==> src/core/bpg_pkg.sv <==
// Constants, register layouts and state types of the boost PWM protection generator.
// Overview of operation
// - Overvoltage threshold is setpoint plus offset code.
// - Overvoltage forces gates off for the period.
// - Overvoltage sets flag, clears phase running flags.
// - Restart only below hysteresis level, skipping periods.
// - Overvoltage detection works with phases disabled.
// - Overvoltage flag may read set after reset.
// - Per-phase 3-bit compensation divider selection.
// - Per-phase 3-bit slope compensation, zero disables.
// - Gate off when sensed current reaches limit.
// - Limit threshold tracks in programmable regulation steps.
// - Clock source one uses internal oscillator.
// - Five-bit code selects 125 kHz to 4 MHz.
// - Phases alternate periods above 2 MHz per phase.
// - Reset disables phases, setpoint all zeros.
// - Source select: off, internal, external, automatic; external and automatic act as off here.
package bpg_pkg;

    localparam int BPG_ADDR_W = 8;
    localparam int BPG_DATA_W = 32;

    localparam logic [BPG_ADDR_W-1:0] BPG_CTRL_OFS   = 8'h00;
    localparam logic [BPG_ADDR_W-1:0] BPG_VOLT_OFS   = 8'h04;
    localparam logic [BPG_ADDR_W-1:0] BPG_PH0_OFS    = 8'h08;
    localparam logic [BPG_ADDR_W-1:0] BPG_PH1_OFS    = 8'h0c;
    localparam logic [BPG_ADDR_W-1:0] BPG_STATUS_OFS = 8'h10;
    localparam logic [BPG_ADDR_W-1:0] BPG_MASK_OFS   = 8'h14;
    localparam logic [BPG_ADDR_W-1:0] BPG_STATE_OFS  = 8'h18;

    // Oscillator and system clock rates in kHz.
    localparam int BPG_OSC_KHZ       = 16000;
    localparam int BPG_MCLK_KHZ      = 25000;
    localparam int BPG_PHASE_MAX_KHZ = 2000;
    localparam logic [5:0] BPG_ACC_STEP = 6'(BPG_OSC_KHZ / 1000);
    localparam logic [5:0] BPG_ACC_MOD  = 6'(BPG_MCLK_KHZ / 1000);
    localparam logic [7:0] BPG_PHASE_MIN_DIV = 8'(BPG_OSC_KHZ / BPG_PHASE_MAX_KHZ);

    // Oscillator divider per frequency code, 125 kHz up to 4 MHz.
    localparam logic [7:0] BPG_FREQ_DIV [0:31] = '{
        8'h80, 8'h72, 8'h64, 8'h5b, 8'h50, 8'h48, 8'h40, 8'h3a,
        8'h35, 8'h30, 8'h2a, 8'h24, 8'h20, 8'h1d, 8'h1b, 8'h18,
        8'h16, 8'h14, 8'h12, 8'h10, 8'h0f, 8'h0e, 8'h0d, 8'h0c,
        8'h0b, 8'h0a, 8'h09, 8'h08, 8'h07, 8'h06, 8'h05, 8'h04};

    // Reactivation hysteresis in converter steps below the threshold.
    localparam logic [7:0] BPG_HYST [0:3] = '{8'h02, 8'h04, 8'h06, 8'h08};

    typedef enum logic [1:0] {
        BPG_SRC_OFF,
        BPG_SRC_INTERNAL,
        BPG_SRC_EXTERNAL,
        BPG_SRC_AUTO
    } bpg_src_t;

    typedef struct packed {
        logic [20:0] rsvd;
        logic [1:0]  min_on_time_sel;
        logic [4:0]  internal_pwm_freq_code;
        bpg_src_t    pwm_clock_source_sel;
        logic [1:0]  phase_enable;
    } bpg_ctrl_t;

    typedef struct packed {
        logic [15:0] rsvd;
        logic [3:0]  limit_tracking_step;
        logic [1:0]  overvoltage_reactivation_sel;
        logic [2:0]  overvoltage_offset_sel;
        logic [6:0]  boost_voltage_target;
    } bpg_volt_t;

    typedef struct packed {
        logic [7:0] peak_current_limit_sel;
        logic [2:0] slope_comp_sel;
        logic [2:0] comp_divider_sel;
    } bpg_phase_cfg_t;

    typedef struct packed {
        logic [17:0]    rsvd;
        bpg_phase_cfg_t cfg;
    } bpg_phase_reg_t;

    typedef struct packed {
        logic [28:0] rsvd;
        logic [1:0]  limit_hit;
        logic        overvoltage_flag;
    } bpg_evt_t;

    typedef struct packed {
        logic                  wr;
        logic                  rd;
        logic [BPG_ADDR_W-1:0] addr;
        logic [BPG_DATA_W-1:0] wdata;
    } bpg_bus_t;

    typedef struct packed {
        logic       gate;
        logic       running;
        logic       hit;
        logic       limit_event;
        logic [7:0] track;
    } bpg_phase_st_t;

    typedef struct packed {
        logic [1:0]            sync1;
        logic [1:0]            sync2;
        logic [5:0]            acc;
        logic [7:0]            cnt;
        logic                  par;
        logic                  ov_shut;
        bpg_ctrl_t             ctrl;
        bpg_volt_t             volt;
        bpg_phase_reg_t [1:0]  ph;
        bpg_evt_t              status;
        bpg_evt_t              mask;
        logic [BPG_DATA_W-1:0] rdata;
    } bpg_st_t;

    localparam logic [3:0] BPG_STEP_RST = 4'h1;
    localparam bpg_st_t    BPG_ST_RST   = '{volt: '{limit_tracking_step: BPG_STEP_RST, default: '0},
                                            default: '0};

endpackage : bpg_pkg

==> src/core/bpg_core.sv <==
// Two-phase boost PWM generator with overvoltage and current limit protection.
//
// Decided for this implementation: the address map and the plain strobed port.
`timescale 1ns/100ps
module bpg_core
    import bpg_pkg::*;
(
    // Clock and reset
    input  wire logic                  mclk,
    input  wire logic                  reset,
    // Register port
    input  wire bpg_bus_t              bus_req,
    output logic [BPG_DATA_W-1:0]      rd_data,
    // Measurements
    input  wire logic [7:0]            vbst_code,
    input  wire logic [1:0][7:0]       isense_code,
    input  wire logic [1:0]            reg_trip_pin,
    // Gate drive
    output logic [1:0]                 gate_drive,
    // Analog settings
    output bpg_phase_cfg_t [1:0]       phase_cfg,
    output logic [1:0]                 min_on_time_sel,
    // Status
    output logic                       overvoltage_flag,
    output logic [1:0]                 phase_running_flag,
    output logic                       irq
);

    bpg_st_t    q;
    bpg_st_t    d;

    logic       tick;
    logic [6:0] acc_sum;
    logic       src_int;
    logic [7:0] div;
    logic [7:0] div_last;
    logic [7:0] div_half;
    logic       alt_mode;
    logic       pstart;
    logic [1:0] start;

    logic [7:0] ov_thr;
    logic [7:0] hyst;
    logic [7:0] react_lvl;
    logic       ov_now;
    logic       ov_block;

    logic [1:0] gate_w;
    logic [1:0] running_w;
    logic [1:0] limit_evt;
    logic [7:0] track0;
    logic [7:0] track1;

    bpg_evt_t   evt;
    bpg_evt_t   w1c;
    logic [BPG_DATA_W-1:0] state_word;

    // Oscillator tick: a fractional accumulator spreads 16 ticks over 25 clocks.
    assign acc_sum = {1'b0, q.acc} + {1'b0, BPG_ACC_STEP};
    assign tick    = acc_sum >= {1'b0, BPG_ACC_MOD};

    assign src_int  = q.ctrl.pwm_clock_source_sel == BPG_SRC_INTERNAL;
    assign div      = BPG_FREQ_DIV[q.ctrl.internal_pwm_freq_code];
    assign div_last = div - 8'h01;
    assign div_half = {1'b0, div[7:1]};

    // Above the per-phase ceiling the phases take alternate periods.
    assign alt_mode = div < BPG_PHASE_MIN_DIV;
    assign pstart   = src_int & tick & (q.cnt == 8'h00);

    always_comb begin
        start = 2'b00;
        if (alt_mode) begin
            start[0] = pstart & ~q.par;
            start[1] = pstart & q.par;
        end else begin
            start[0] = pstart;
            start[1] = src_int & tick & (q.cnt == div_half);
        end
    end

    // Threshold sum is one bit wider than the setpoint so it cannot wrap.
    assign ov_thr    = {1'b0, q.volt.boost_voltage_target} + {5'b0_0000, q.volt.overvoltage_offset_sel};
    assign hyst      = BPG_HYST[q.volt.overvoltage_reactivation_sel];
    assign react_lvl = (ov_thr > hyst) ? ov_thr - hyst : 8'h00;
    // Detection does not look at the phase enables.
    assign ov_now    = vbst_code > ov_thr;
    assign ov_block  = ov_now | q.ov_shut;

    assign evt.rsvd             = '0;
    assign evt.limit_hit        = limit_evt;
    assign evt.overvoltage_flag = ov_now;

    assign state_word = {13'h0000, track1, track0, q.ov_shut, running_w};

    always_comb begin
        d = q;
        w1c = '0;

        // Two flip-flops before the current loop trip is used.
        d.sync1 = reg_trip_pin;
        d.sync2 = q.sync1;

        if (tick) begin
            d.acc = 6'(acc_sum - {1'b0, BPG_ACC_MOD});
        end else begin
            d.acc = acc_sum[5:0];
        end

        // Period counter runs only from the internal source.
        if (!src_int) begin
            d.cnt = 8'h00;
            d.par = 1'b0;
        end else if (tick) begin
            if (q.cnt >= div_last) begin
                d.cnt = 8'h00;
            end else begin
                d.cnt = q.cnt + 8'h01;
            end
        end
        if (pstart) begin
            d.par = ~q.par;
        end

        // Shutdown holds until the voltage falls below the reactivation level.
        if (ov_now) begin
            d.ov_shut = 1'b1;
        end else if (vbst_code < react_lvl) begin
            d.ov_shut = 1'b0;
        end

        d.rdata = '0;
        if (bus_req.wr) begin
            unique case (bus_req.addr)
                BPG_CTRL_OFS: begin
                    d.ctrl      = bpg_ctrl_t'(bus_req.wdata);
                    d.ctrl.rsvd = '0;
                end
                BPG_VOLT_OFS: begin
                    d.volt      = bpg_volt_t'(bus_req.wdata);
                    d.volt.rsvd = '0;
                end
                BPG_PH0_OFS: begin
                    d.ph[0]      = bpg_phase_reg_t'(bus_req.wdata);
                    d.ph[0].rsvd = '0;
                end
                BPG_PH1_OFS: begin
                    d.ph[1]      = bpg_phase_reg_t'(bus_req.wdata);
                    d.ph[1].rsvd = '0;
                end
                BPG_STATUS_OFS: begin
                    w1c = bpg_evt_t'(bus_req.wdata);
                end
                BPG_MASK_OFS: begin
                    d.mask      = bpg_evt_t'(bus_req.wdata);
                    d.mask.rsvd = '0;
                end
                default: begin
                end
            endcase
        end

        // A new event in the clearing cycle keeps its bit set.
        d.status      = (q.status & ~w1c) | evt;
        d.status.rsvd = '0;

        if (bus_req.rd) begin
            unique case (bus_req.addr)
                BPG_CTRL_OFS: begin
                    d.rdata = q.ctrl;
                end
                BPG_VOLT_OFS: begin
                    d.rdata = q.volt;
                end
                BPG_PH0_OFS: begin
                    d.rdata = q.ph[0];
                end
                BPG_PH1_OFS: begin
                    d.rdata = q.ph[1];
                end
                BPG_STATUS_OFS: begin
                    d.rdata = q.status;
                end
                BPG_MASK_OFS: begin
                    d.rdata = q.mask;
                end
                BPG_STATE_OFS: begin
                    d.rdata = state_word;
                end
                default: begin
                    d.rdata = '0;
                end
            endcase
        end
    end

    // Reset leaves both phases off and the setpoint at its minimum.
    always_ff @(posedge mclk) begin
        if (reset) begin
            q <= BPG_ST_RST;
        end else begin
            q <= d;
        end
    end

    bpg_phase u_phase0 (
        .mclk        (mclk),
        .reset       (reset),
        .start       (start[0]),
        .enable      (q.ctrl.phase_enable[0]),
        .ov_block    (ov_block),
        .step        (q.volt.limit_tracking_step),
        .limit_sel   (q.ph[0].cfg.peak_current_limit_sel),
        .reg_trip    (q.sync2[0]),
        .isense      (isense_code[0]),
        .gate        (gate_w[0]),
        .running     (running_w[0]),
        .limit_event (limit_evt[0]),
        .track       (track0)
    );

    bpg_phase u_phase1 (
        .mclk        (mclk),
        .reset       (reset),
        .start       (start[1]),
        .enable      (q.ctrl.phase_enable[1]),
        .ov_block    (ov_block),
        .step        (q.volt.limit_tracking_step),
        .limit_sel   (q.ph[1].cfg.peak_current_limit_sel),
        .reg_trip    (q.sync2[1]),
        .isense      (isense_code[1]),
        .gate        (gate_w[1]),
        .running     (running_w[1]),
        .limit_event (limit_evt[1]),
        .track       (track1)
    );

    assign rd_data            = q.rdata;
    assign gate_drive         = gate_w;
    assign phase_cfg[0]       = q.ph[0].cfg;
    assign phase_cfg[1]       = q.ph[1].cfg;
    assign min_on_time_sel    = q.ctrl.min_on_time_sel;
    assign overvoltage_flag   = q.status.overvoltage_flag;
    assign phase_running_flag = running_w;
    assign irq                = |(q.status & q.mask);

endmodule : bpg_core

==> src/core/bpg_phase.sv <==
// One boost phase: gate pulse, peak current limit with threshold tracking.
`timescale 1ns/100ps
module bpg_phase
    import bpg_pkg::*;
(
    // Clock and reset
    input  wire logic           mclk,
    input  wire logic           reset,
    // Period timing and control
    input  wire logic           start,
    input  wire logic           enable,
    input  wire logic           ov_block,
    input  wire logic [3:0]     step,
    input  wire logic [7:0]     limit_sel,
    // Sense
    input  wire logic           reg_trip,
    input  wire logic [7:0]     isense,
    // Results
    output logic                gate,
    output logic                running,
    output logic                limit_event,
    output logic [7:0]          track
);

    bpg_phase_st_t q;
    bpg_phase_st_t d;
    logic [8:0]    floor9;
    logic [8:0]    up9;

    assign floor9 = {2'b00, limit_sel[7:1]};
    assign up9    = {1'b0, q.track} + {5'b0_0000, step};

    always_comb begin
        d = q;
        d.limit_event = 1'b0;
        if (q.track > limit_sel) begin
            d.track = limit_sel;
        end
        if (start) begin
            // Step down after a limited period, recover towards the setting otherwise.
            if (q.hit) begin
                if ({1'b0, q.track} >= floor9 + {5'b0_0000, step}) begin
                    d.track = q.track - {4'h0, step};
                end else begin
                    d.track = floor9[7:0];
                end
            end else if (up9 <= {1'b0, limit_sel}) begin
                d.track = up9[7:0];
            end else begin
                d.track = limit_sel;
            end
            d.hit     = 1'b0;
            d.gate    = enable & ~ov_block;
            d.running = enable & ~ov_block;
        end
        if (q.gate && isense >= q.track) begin
            d.gate        = 1'b0;
            d.hit         = 1'b1;
            d.limit_event = 1'b1;
        end
        if (q.gate && reg_trip) begin
            d.gate = 1'b0;
        end
        // Gate stays off until a later start, so the rest of the period is skipped.
        if (ov_block) begin
            d.gate    = 1'b0;
            d.running = 1'b0;
        end
        if (!enable) begin
            d.gate    = 1'b0;
            d.running = 1'b0;
        end
    end

    always_ff @(posedge mclk) begin
        if (reset) begin
            q <= '0;
        end else begin
            q <= d;
        end
    end

    assign gate        = q.gate;
    assign running     = q.running;
    assign limit_event = q.limit_event;
    assign track       = q.track;

endmodule : bpg_phase

==> config.mk <==
export PLATFORM = sky130hd
export DESIGN_NAME = bpg_core
export DESIGN_NICKNAME = d
export VERILOG_FILES = /design/src/core/bpg_pkg.sv /design/src/core/bpg_core.sv /design/src/core/bpg_phase.sv
export SDC_FILE = /design/constraint.sdc
export NUM_CORES = 1
export LEC_CHECK = 0
export BUFFER_PORTS_ARGS = -buffer_cell sky130_fd_sc_hd__buf_2
export CAP_MARGIN = 20
export CORE_UTILIZATION = 35
export CTS_CLUSTER_SIZE = 16
export DETAILED_ROUTE_END_ITERATION = 12
export PLACE_DENSITY = 0.62
export SYNTH_ARGS = -nofsm -noshare
export SYNTH_HDL_FRONTEND = slang
export SYNTH_SLANG_ARGS = --single-unit
==> constraint.sdc <==
create_clock -name mclk -period 4.5 [get_ports mclk]
set_input_delay 0.45 -clock mclk [delete_from_list [all_inputs] [get_ports mclk]]
set_output_delay 0.45 -clock mclk [all_outputs]
set_load 0.02 [all_outputs]
==> flow_summary.toml, run 1 <==
[status]
status = "finished clean"

[layout]
drive_gt1_share_pct = 14.33
fillers = 3018
utilization_pct = 39.29
syn2layout_area_growth_pct = 10.59
antenna-diode-count = 0
nets = 1508
fin_area_um2 = 11280

[pwr]
powerDensity_nw_per_um2 = 251.7
irDropWorstVdd_uv = 155.7
leakage_nw = 4.709

[detailed_routing]
drtAntennaViolNets = 0
routed_wl_um = 30650
routed_via_density = 5.469
drc = 0
firstDrtPassIters = 6
routedWlPerCell_um = 18.07
vias = 9275
drtIter0Drc = 731

[logic_synthesis]
async_flop_share_pct = 0
netlist_instances = 1261
synth_flop_cell = "dfxtp_1"
yosys_warnings = 0
ys_types = 76
ys_ff_latch = 124
synth-edff-count = 0
yosysSeqAreaShare_pct = 24.34
syn_area_um2 = 10200
syn_area_per_cell_um2 = 8.088

[sta]
tightest_slew_ns = 0.9462
drv_slew = 0
tns_ns = 0
clock_skew_ns = 0.01109
finalCriticalPeriod_ns = 4.219
relSlewSlack_pct = 36.58
rsz0062_at_grt = "false"
setup_ws_ns = 0.2807
max_freq_mhz = 237.0
setup_viol = 0
hold_viol = 0
timing.final.crit_share_pct = 93.76

[min_path]
holdCritPathClass = "input port to flop"

[clock_network]
cts_tree = "built"
clock_path_buffers = 2
clkTransAtPathRegs_ns = 0.06
cts_root_buf = "clkbuf_16"
cts_sinks = 124
htreeDepth = 4
post_cts_buffers = 0
insertion_delay_ns = 0.43
cts-buffers-inserted = 17

[run]
cap_violations = 0

[die]
fp.coreArea_um2 = 28700
num_rows = 62
io_pins = 138
initial_utilization_pct = 35.53
die_x_um = 172.7
die_h_um = 172.7
dieArea_um2 = 29830

[grt]
first_global_vias = 8613
grt_pass1_wl_um = 48290
grt-ovfl-total = 0
grtUsageTotal_pct = 20.44
antenna_found_initial = 0
grt_max_degree = 74

[critical_path]
worstSetupEndpointType = "flop"
crit_path_frequent_cell = "buf_4"
worstPathCellList = "buf_4 > fa_1 > nor2b_1 > o21a_1 > o211ai_1 > xnor2_1 > ha_1 > nand3_1 > nor3_1 > a2111oi_1 > o32ai_2 > buf_4 > mux2i_1 > nor4_1 > or3_1"
worstPathArrival_ns = 4.53
critPathKind = "flop to flop"
worstPathMaxFanout = 8
worst_path_largest_cell_delay_ns = 0.58
cpMaxStageDelayCell = "a2111oi_1"
cp-start-kind = "flop"
required_ns = 4.81

[place]
place.gp.congestion = 0.8850
preCtsSetupSlack_ns = 0.4062
dp_hpwl_um = 23070
portBuffers = 108
placed_cell_area_um2 = 10690
==> power by group <==
group,total [mW],internal (mW),switching [mW]
logic,0.328,0.131,0.197
registers,1.15,1.12,0.0267
clock network,1.36,0.743,0.617
total,2.84,2.00,0.840
==> worst max-delay path, delay by kind of cell (launching register included) <==
kind / cells / cell delay, ns
AO/OA/AOI/OAI: 4 / 1.39
adder cells (fa/ha/maj): 2 / 0.73
AND/OR/NAND/NOR: 5 / 0.73
buffers and inverters: 2 / 0.48
flip-flops: 1 / 0.43
XOR/XNOR: 1 / 0.19
multiplexers: 1 / 0.15
==> area by class of cell <==
type                       instances  area, µm²  area share (%)
clock buffer                      18      439.2           3.894
clock inverter                    14      126.4           1.120
inverter                          74      277.8           2.463
multi-input combinational        950       6745           59.81
sequential                       124       2482           22.01
tap                              384      480.5           4.260
timing repair buffer             132      726.9           6.446
==> cells in the final DEF (no fill, tap or decap), types with 22 or more instances in the layout <==
master	Yosys	layout
a211oi_1	23	23
mux2i_1	31	31
nor2b_1	25	25
a21o_1	23	23
buf_4	67	24
nor3_1	22	22
nor2_1	64	63
nand3_1	67	67
o21ai_0	46	46
nand2b_1	23	23
ha_1	131	131
a21oi_1	120	120
dfxtp_1	124	124
inv_1	73	73
xnor2_1	41	41
buf_2	8	107
nand2_1	122	122
==> registers in the layout, summed over array words and instances (netlist names), 2 cells and up <==
signal and cells:
phase_cfg 28, min_on_time_sel 2, d 2, u_phase1.track 8, rd_data 19, u_phase0.track 8
q 48
==> path summary, 6_finish.rpt <==
path                                                  endpoint  slack, ns  depth (start not counted)           startpoint
worst min-delay path                         d[240]$_SDFF_PP0_       0.23                          2      reg_trip_pin[0]
worst max register to register  u_phase1.track[4]$_SDFFE_PP0P_       0.28                         15  q[173]$_SDFFE_PP0P_
worst min register to register               q[241]$_SDFF_PP0_       0.44                          1    d[241]$_SDFF_PP0_
worst max-delay path            u_phase1.track[4]$_SDFFE_PP0P_       0.28                         15  q[173]$_SDFFE_PP0P_
==> Yosys cell counts, drive strengths merged (4+ instances only) <==
library cell / instances / area share, %
or3: 8 / 0.49
xnor2: 41 / 3.5
nor4: 9 / 0.61
mux2i: 31 / 3.0
nand4b: 4 / 0.34
o31a: 7 / 0.60
a2111oi: 4 / 0.40
a211oi: 25 / 1.9
and2: 9 / 0.55
nor3: 23 / 1.2
a222oi: 15 / 1.5
a21oi: 122 / 6.1
and3: 7 / 0.43
dfxtp: 124 / 24
nand4: 9 / 0.55
nand2b: 23 / 1.4
nand3b: 4 / 0.29
a21o: 23 / 1.7
nor3b: 5 / 0.37
inv: 74 / 2.7
nor2: 64 / 2.4
a22oi: 16 / 1.2
fa: 8 / 1.6
o211ai: 7 / 0.52
nor2b: 25 / 1.5
ha: 131 / 16
o21a: 10 / 0.74
o21ai: 48 / 2.4
a31oi: 8 / 0.55
clkbuf: 41 / 1.5
buf: 84 / 6.0
nand2: 122 / 4.5
xor2: 16 / 1.4
nand3: 67 / 3.3
==> routing by layer <==
layer,up-vias,track usage (%),part of all wire (%)
li1,4507,-,-
met1,4411,28.37,47
met2,317,32.31,45
met5,-,0,0
met3,40,3.100,5.8
met4,0,6.711,2.4
==> logic make-up (layout without fill, tap and decap cells) <==
| logic type | count (synthesis) | in the layout | synth area share (%) |
|---|---|---|---|
| AOI/OAI and AO/OA | 315 | 315 | 20.19 |
| xor gates and xnor gates | 58 | 58 | 5.128 |
| adders and majority gates | 139 | 139 | 17.64 |
| buffers and inverters | 199 | 238 | 10.22 |
| DFF | 124 | 124 | 24.34 |
| muxes | 33 | 33 | 3.374 |
| other | 1 | 13 | 0.03677 |
| and+or+nand+nor | 392 | 392 | 19.07 |
==> stage by stage <==
| step | instances | hold WS (ns) | power (mW) |
|---|---|---|---|
| 2_1_floorplan | 1273 | 0.4130 | 1.407 |
| 3_3_place_gp | 1663 | 0.4208 | 1.494 |
| 3_5_place_dp | 1663 | 0.4272 | 1.501 |
| 4_1_cts | 1695 | 0.2243 | 2.860 |
| 5_1_grt | 1696 | 0.2421 | 2.960 |
| 6_report | 1696 | 0.2302 | 2.839 |
==> what timing repair did <==
action                                  4_1_cts  5_1_grt
endpoints found under the setup margin        0        1
endpoints found under the hold margin         0        0
hold buffers                                  0        0
resized for setup                             0        2
Power figures use the tool's default switching activity.
==> inputs of run 2 (changes only) <==
--- a/config.mk
+++ b/config.mk
@@ -8,8 +8,9 @@
 export BUFFER_PORTS_ARGS = -buffer_cell sky130_fd_sc_hd__buf_2
 export CAP_MARGIN = 20
 export CORE_UTILIZATION = 35
-export CTS_CLUSTER_SIZE = 16
+export CTS_CLUSTER_SIZE = 25
 export DETAILED_ROUTE_END_ITERATION = 12
+export MAX_ROUTING_LAYER = met4
 export PLACE_DENSITY = 0.62
 export SYNTH_ARGS = -nofsm -noshare
 export SYNTH_HDL_FRONTEND = slang
==> run 2 against run 1 <==
  * Register-to-register slack better by 0.09 ns
  * Clock skew up 0.0022 ns
  * Cell count up 0.12%
  * Critical path depth unchanged
  * Sequential cell count unchanged
  * Hold slack better by 0.0041 ns
  * Sequential power about the same
  * Global-route usage up 0.63 points
  * Non-clock buffer count up 2
  * Via count down 0.83%
  * Largest cell class unchanged
  * Highest routed layer unchanged
==> flow_summary.toml, run 2 (same netlist as run 1, synthesis figures left out) <==
[layout]
layout_commonest_cell = "ha_1"
fin_cells = 1698
final_cell_mix = "ha_1 (131), dfxtp_1 (124), nand2_1 (122)"
drive_gt1_share_pct = 14.38
multiInputGateArea_um2 = 6738
nets = 1510
regMostFlops = "q"
antenna-diode-count = 0
largest_register_ffs = 48
regArea_um2 = 2482
syn2layout_area_growth_pct = 10.97
fillers = 3014

[clock_network]
clock_path_buffers = 2
hold_buffers = 0
clkTransAtPathRegs_ns = 0.06
cts_root_buf = "clkbuf_16"
cts-buffers-inserted = 17
cts_sinks = 124
cts_tree = "built"
htreeDepth = 4
insertion_delay_ns = 0.43

[status]
status = "finished clean"

[critical_path]
required_ns = 4.81
worstPathMaxFanout = 8
critical_path_buf_inv_count = 2
worstSetupEndpointType = "flop"
cp_top_family = "compound AO/OA/AOI/OAI gates"
worstPathArrival_ns = 4.44
r2r-end = "u_phase1.track[4]$_SDFFE_PP0P_"
crit_path_frequent_cell = "ha_1"
reg2reg_depth = 15
cp-start-kind = "flop"
regToRegStartpoint = "q[173]$_SDFFE_PP0P_"
worst_path_largest_cell_delay_ns = 0.57
reg2reg_slack_ns = 0.37
cpMaxStageDelayCell = "dfxtp_1"
worstPathCellList = "inv_1 > ha_1 > nor2b_1 > o21ai_0 > a21oi_1 > xnor2_1 > ha_1 > nand3_1 > o211ai_1 > a2111oi_1 > o32ai_1 > buf_4 > mux2i_1 > nor4_1 > or3_1"
critPathKind = "flop to flop"

[grt]
grt_pass1_wl_um = 48250
first_global_vias = 8826
grtUsageTotal_pct = 21.07
antenna_found_initial = 0
grt_max_degree = 72
grt-ovfl-total = 0

[detailed_routing]
firstDrtPassIters = 6
routedWlPerCell_um = 18.00
drc = 0
drtIter0Drc = 836
vias = 9198
drtAntennaViolNets = 0
routed_wl_um = 30560
routed_via_density = 5.417

[die]
dieArea_um2 = 29830
die_h_um = 172.7
io_pins = 138
fp.coreArea_um2 = 28700
die_x_um = 172.7
initial_utilization_pct = 35.53
num_rows = 62

[pwr]
leakage_nw = 4.731
irDropWorstVdd_uv = 189.7
powerDensity_nw_per_um2 = 256.2

[sta]
timing.final.crit_share_pct = 91.78
max_freq_mhz = 242.1
tightest_slew_ns = 1.019
hold_viol = 0
drv_slew = 0
rsz0062_at_grt = "false"
finalCriticalPeriod_ns = 4.130
setup_viol = 0
tns_ns = 0
holdWs_ns = 0.2342
relSlewSlack_pct = 31.92
clock_skew_ns = 0.01329

[place]
dp_hpwl_um = 23210
placed_cells = 1665
place.gp.congestion = 0.8787
portBuffers = 108

[run]
cap_violations = 0

[min_path]
hold_depth = 2
min_from = "reg_trip_pin[1]"
min_to = "d[241]$_SDFF_PP0_"
holdCritPathClass = "input port to flop"
[run 2: changes by cell type in the layout (fill, tap and decap cells not counted), sizes merged]
| cell | change |
|---|---|
| buf | +2 |
| clkinv | -2 |
| inv | +2 |
| bufinv | +1 |
| clkbuf | -1 |
[run 2: worst register-to-register path: stages, from the launching register on]
cell	delay [ns]
dfxtp_1	0.57
inv_1	0.15
ha_1	0.33
nor2b_1	0.06
o21ai_0	0.28
a21oi_1	0.13
xnor2_1	0.22
ha_1	0.30
nand3_1	0.14
o211ai_1	0.12
a2111oi_1	0.54
o32ai_1	0.34
buf_4	0.26
mux2i_1	0.14
nor4_1	0.06
or3_1	0.39
[run 2: area by class of cell]
class / instances / area share, %
Inverter: 74 / 2.454
Tap cell: 384 / 4.245
Clock inverter: 15 / 1.481
Clock buffer: 17 / 3.759
Sequential cell: 124 / 21.93
Timing Repair Buffer: 134 / 6.589
Multi-Input combinational cell: 950 / 59.54
[run 2: worst max-delay path by stage]
stage	from	depth (start not counted)	endpoint	slack (ns)
3_3_place_gp	q[173]$_SDFFE_PP0P_	15	u_phase1.track[4]$_SDFFE_PP0P_	0.35
3_5_place_dp	q[173]$_SDFFE_PP0P_	15	u_phase1.track[4]$_SDFFE_PP0P_	0.25
5_1_grt	q[173]$_SDFFE_PP0P_	15	u_phase0.track[7]$_SDFFE_PP0P_	0.02
4_1_cts	q[173]$_SDFFE_PP0P_	15	u_phase1.track[4]$_SDFFE_PP0P_	0.23
6_report	q[173]$_SDFFE_PP0P_	15	u_phase1.track[4]$_SDFFE_PP0P_	0.37
2_1_floorplan	q[173]$_SDFFE_PP0P_	15	u_phase1.track[4]$_SDFFE_PP0P_	0.76
[run 2: routing by layer]
layer,wire length [µm],part of all wire [%],track usage [%]
met1,13960,46,27.66
met2,13890,45,32.80
met3,1923,6.3,3.210
met4,784,2.6,7.448
met5,0,0,-
[run 2: repair_timing]
| item | CTS | global route |
|---|---|---|
| endpoints found under the setup margin | 0 | 1 |
| resized for setup | 0 | 1 |
| setup buffers | 0 | 0 |
[run 2: through the flow]
step	util, %	cell area [µm²]	setup WS (ns)	total power [mW]
3_5_place_dp	37.31	10710	0.2535	1.501
3_3_place_gp	37.31	10710	0.3462	1.493
6_report	39.43	11320	0.3699	2.899
5_1_grt	39.43	11320	0.02360	3.008
4_1_cts	39.37	11300	0.2301	2.922
2_1_floorplan	-	10240	0.7637	1.407
[run 2: power breakdown]
group	leakage (nW)	switching, mW	total, mW	internal, mW
registers	1.00	0.0264	1.15	1.12
clock network	0.287	0.628	1.42	0.792
logic	3.44	0.198	0.329	0.131
total	4.73	0.852	2.90	2.05
==> inputs of run 3 (changes only) <==
--- a/config.mk
+++ b/config.mk
@@ -5,6 +5,7 @@
 export SDC_FILE = /design/constraint.sdc
 export NUM_CORES = 1
 export LEC_CHECK = 0
+export ABC_AREA = 1
 export BUFFER_PORTS_ARGS = -buffer_cell sky130_fd_sc_hd__buf_2
 export CAP_MARGIN = 20
 export CORE_UTILIZATION = 35
==> run 3 against run 2 <==
  * Synthesized cell count up 17%
  * Register-to-register slack better by 0.49 ns
  * Clock power up 4%
  * Non-clock buffer count down 19
  * Via count up 8.3%
  * Clock-buffer cell count up 2
  * Hold slack worse by 0.015 ns
  * Maximum frequency up 13%
  * Critical path depth up 5
  * Sequential power up 7%
  * Critical path type unchanged
  * Critical endpoint is now u_phase0.track[6]$_SDFFE_PP0P_
  * Largest cell class unchanged
  * Largest power group unchanged
  * Highest routed layer unchanged
==> flow_summary.toml, run 3 <==
[layout]
fin_cells = 1924
layout_commonest_cell = "nand2_1"
utilization_pct = 39.50
drive_gt1_share_pct = 14.55
fillers = 3095
syn2layout_area_growth_pct = 10.15
regMostFlops = "q"
largest_register_ffs = 48
final_cell_mix = "nand2_1 (266), inv_1 (165), a21oi_1 (146)"
antenna-diode-count = 0
nets = 1737
fin_area_um2 = 11460

[grt]
antenna_found_initial = 0
grtUsageTotal_pct = 21.91
grt_pass1_wl_um = 50710
grt-ovfl-total = 0
first_global_vias = 9278
grt_max_degree = 70

[pwr]
p_switching_mw = 1.490
swShare_pct = 37.15
pwr-share-clk_pct = 36.5
sequentialPowerShare_pct = 30.5
combPwrFrac_pct = 32.9
p_int_mw = 2.521
powerDensity_nw_per_um2 = 350.0
irDropWorstVdd_uv = 280.5
leakage_nw = 5.390
power.total_mw = 4.011

[detailed_routing]
drc = 0
routed_wl_um = 32330
vias = 9959
firstDrtPassIters = 6
drtIter0Drc = 882
routedWlPerCell_um = 16.80
routed_via_density = 5.176
drtAntennaViolNets = 0

[logic_synthesis]
yosys.area.top_type = "dfxtp_1"
yosysMostFrequentCell = "nand2_1"
synth_top_area_share_pct = 23.86
yosys-top-cells-area = "dfxtp_1 (24%), ha_1 (16%), nand2_1 (9.6%)"
synthTopCellsByCount = "nand2_1 (266), inv_1 (166), a21oi_1 (146), ha_1 (131), nor2_1 (125)"
async_flop_share_pct = 0
yosys_warnings = 0
synth_flop_cell = "dfxtp_1"
ys_types = 51
synth-edff-count = 0
ys_ff_latch = 124
syn_area_per_cell_um2 = 7.026
syn_area_um2 = 10400
yosysSeqAreaShare_pct = 23.86
netlist_instances = 1481

[clock_network]
cts_resized = 0
htreeDepth = 4
post_cts_buffers = 0
cts_tree = "built"
insertion_delay_ns = 0.43
hold_buffers = 0
cts-buffers-inserted = 17
cts_root_buf = "clkbuf_16"
cts_sinks = 124
clock_path_buffers = 2
clkTransAtPathRegs_ns = 0.07

[critical_path]
required_ns = 4.86
cp-startpoint = "q[174]$_SDFFE_PP0P_"
cp_top_family = "compound AO/OA/AOI/OAI gates"
regToRegStartpoint = "q[174]$_SDFFE_PP0P_"
reg2reg_depth = 20
worstPathMaxFanout = 13
critPathKind = "flop to flop"
reg2reg_slack_ns = 0.86
r2r-end = "u_phase0.track[6]$_SDFFE_PP0P_"
worstPathCellList = "inv_1 > ha_1 > inv_1 > a21oi_1 > nand2_1 > a21oi_1 > nor2_1 > xor2_1 > inv_1 > ha_1 > nand2_1 > o21ai_0 > nand2_1 > nand2_1 > nand2_1 > nand2_1 > inv_1 > o21ai_0 > o21ai_1 > a21oi_1"
crit_path_end = "u_phase0.track[6]$_SDFFE_PP0P_"
worstSetupEndpointType = "flop"
worst_path_largest_cell_delay_ns = 0.51
crit_path_frequent_cell = "nand2_1"
crit_cells = 20
critical_path_buf_inv_count = 4
cpMaxStageDelayCell = "dfxtp_1"
worstPathArrival_ns = 4.01
cp-start-kind = "flop"

[sta]
clock_skew_ns = 0.01152
drv_slew = 0
timing.final.crit_share_pct = 80.90
setup_ws_ns = 0.8596
rsz0062_at_grt = "false"
setup_viol = 0
tightest_slew_ns = 0.8062
holdWs_ns = 0.2188
tns_ns = 0
hold_viol = 0
relSlewSlack_pct = 46.26
max_freq_mhz = 274.7
finalCriticalPeriod_ns = 3.640

[die]
die_x_um = 174.4
die_h_um = 174.4
initial_utilization_pct = 35.86
fp.coreArea_um2 = 29010
dieArea_um2 = 30420
io_pins = 138
num_rows = 62

[place]
preCtsSetupSlack_ns = 0.9166
dp_hpwl_um = 25030
portBuffers = 108
placed_cell_area_um2 = 10840
place.gp.congestion = 0.9186
placed_cells = 1892

[min_path]
holdCritPathClass = "input port to flop"

[run]
cap_violations = 0

[status]
status = "finished clean"
==> run 3: cell types whose count changed after synthesis, moves of 22 or more <==
cell,previous run,this run
xnor2_1,41,8
mux2i_1,31,0
inv_1,73,166
clkbuf_1,41,15
nor2_1,64,125
o21ai_0,46,95
a21oi_1,120,146
nor2b_1,25,0
a21o_1,23,1
nand2b_1,23,0
nand2_1,122,266
==> run 3: final cells by class <==
cell class	count	area, µm²	share of cell area, %
multi-input cells	1078	6564	57.27
well taps	384	480.5	4.192
inverters	192	725.7	6.332
repair buffers	115	593.1	5.175
flip-flops and latches	124	2482	21.66
clock buffers	19	452.9	3.952
clock inverters	12	162.7	1.419
==> run 3: worst min path at each step <==
stage               cells after the start           endpoint               from
CTS                                     3  d[240]$_SDFF_PP0_    reg_trip_pin[0]
global placement                        2  q[240]$_SDFF_PP0_  d[240]$_SDFF_PP0_
global route                            3  d[240]$_SDFF_PP0_    reg_trip_pin[0]
finish                                  3  d[240]$_SDFF_PP0_    reg_trip_pin[0]
detailed placement                      2  q[240]$_SDFF_PP0_  d[240]$_SDFF_PP0_
floorplan                               2  q[240]$_SDFF_PP0_  d[240]$_SDFF_PP0_
==> run 3: power groups by stage <==
stage / registers, mW / clock network [mW] / logic, mW
6_report: 1.23 / 1.47 / 1.32
5_1_grt: 1.23 / 1.53 / 1.51
4_1_cts: 1.22 / 1.48 / 1.30
3_5_place_dp: 1.25 / 0 / 1.28
3_3_place_gp: 1.25 / 0 / 1.26
2_1_floorplan: 1.22 / 0 / 1.02
==> run 3: kinds of logic after synthesis <==
family                   Yosys count  synth area share (%)
AO/OA/AOI/OAI                    331                 18.28
flip-flops                       124                 23.86
adder cells (fa/ha/maj)          139                 17.29
buffers and inverters            291                 13.49
XOR/XNOR                          39                 3.283
other                              1               0.03604
AND/OR/NAND/NOR                  556                 23.76
==> run 3: per-layer routing <==
metal / wire length [µm] / share of wire [%] / GRT usage (%)
met1: 14680 / 45 / 27.83
met2: 14920 / 46 / 34.86
met3: 1932 / 6.0 / 3.609
met4: 792 / 2.4 / 7.822
met5: 0 / 0 / -
==> run 3: worst register-to-register path, cell delays in order (launching register included) <==
cell and delay [ns]:
dfxtp_1 0.51, inv_1 0.17, ha_1 0.44, inv_1 0.11, a21oi_1 0.13, nand2_1 0.12
a21oi_1 0.17, nor2_1 0.07, xor2_1 0.14, inv_1 0.07, ha_1 0.27, nand2_1 0.06
o21ai_0 0.16, nand2_1 0.07, nand2_1 0.06, nand2_1 0.07, nand2_1 0.30, inv_1 0.13
o21ai_0 0.28, o21ai_1 0.11, a21oi_1 0.14
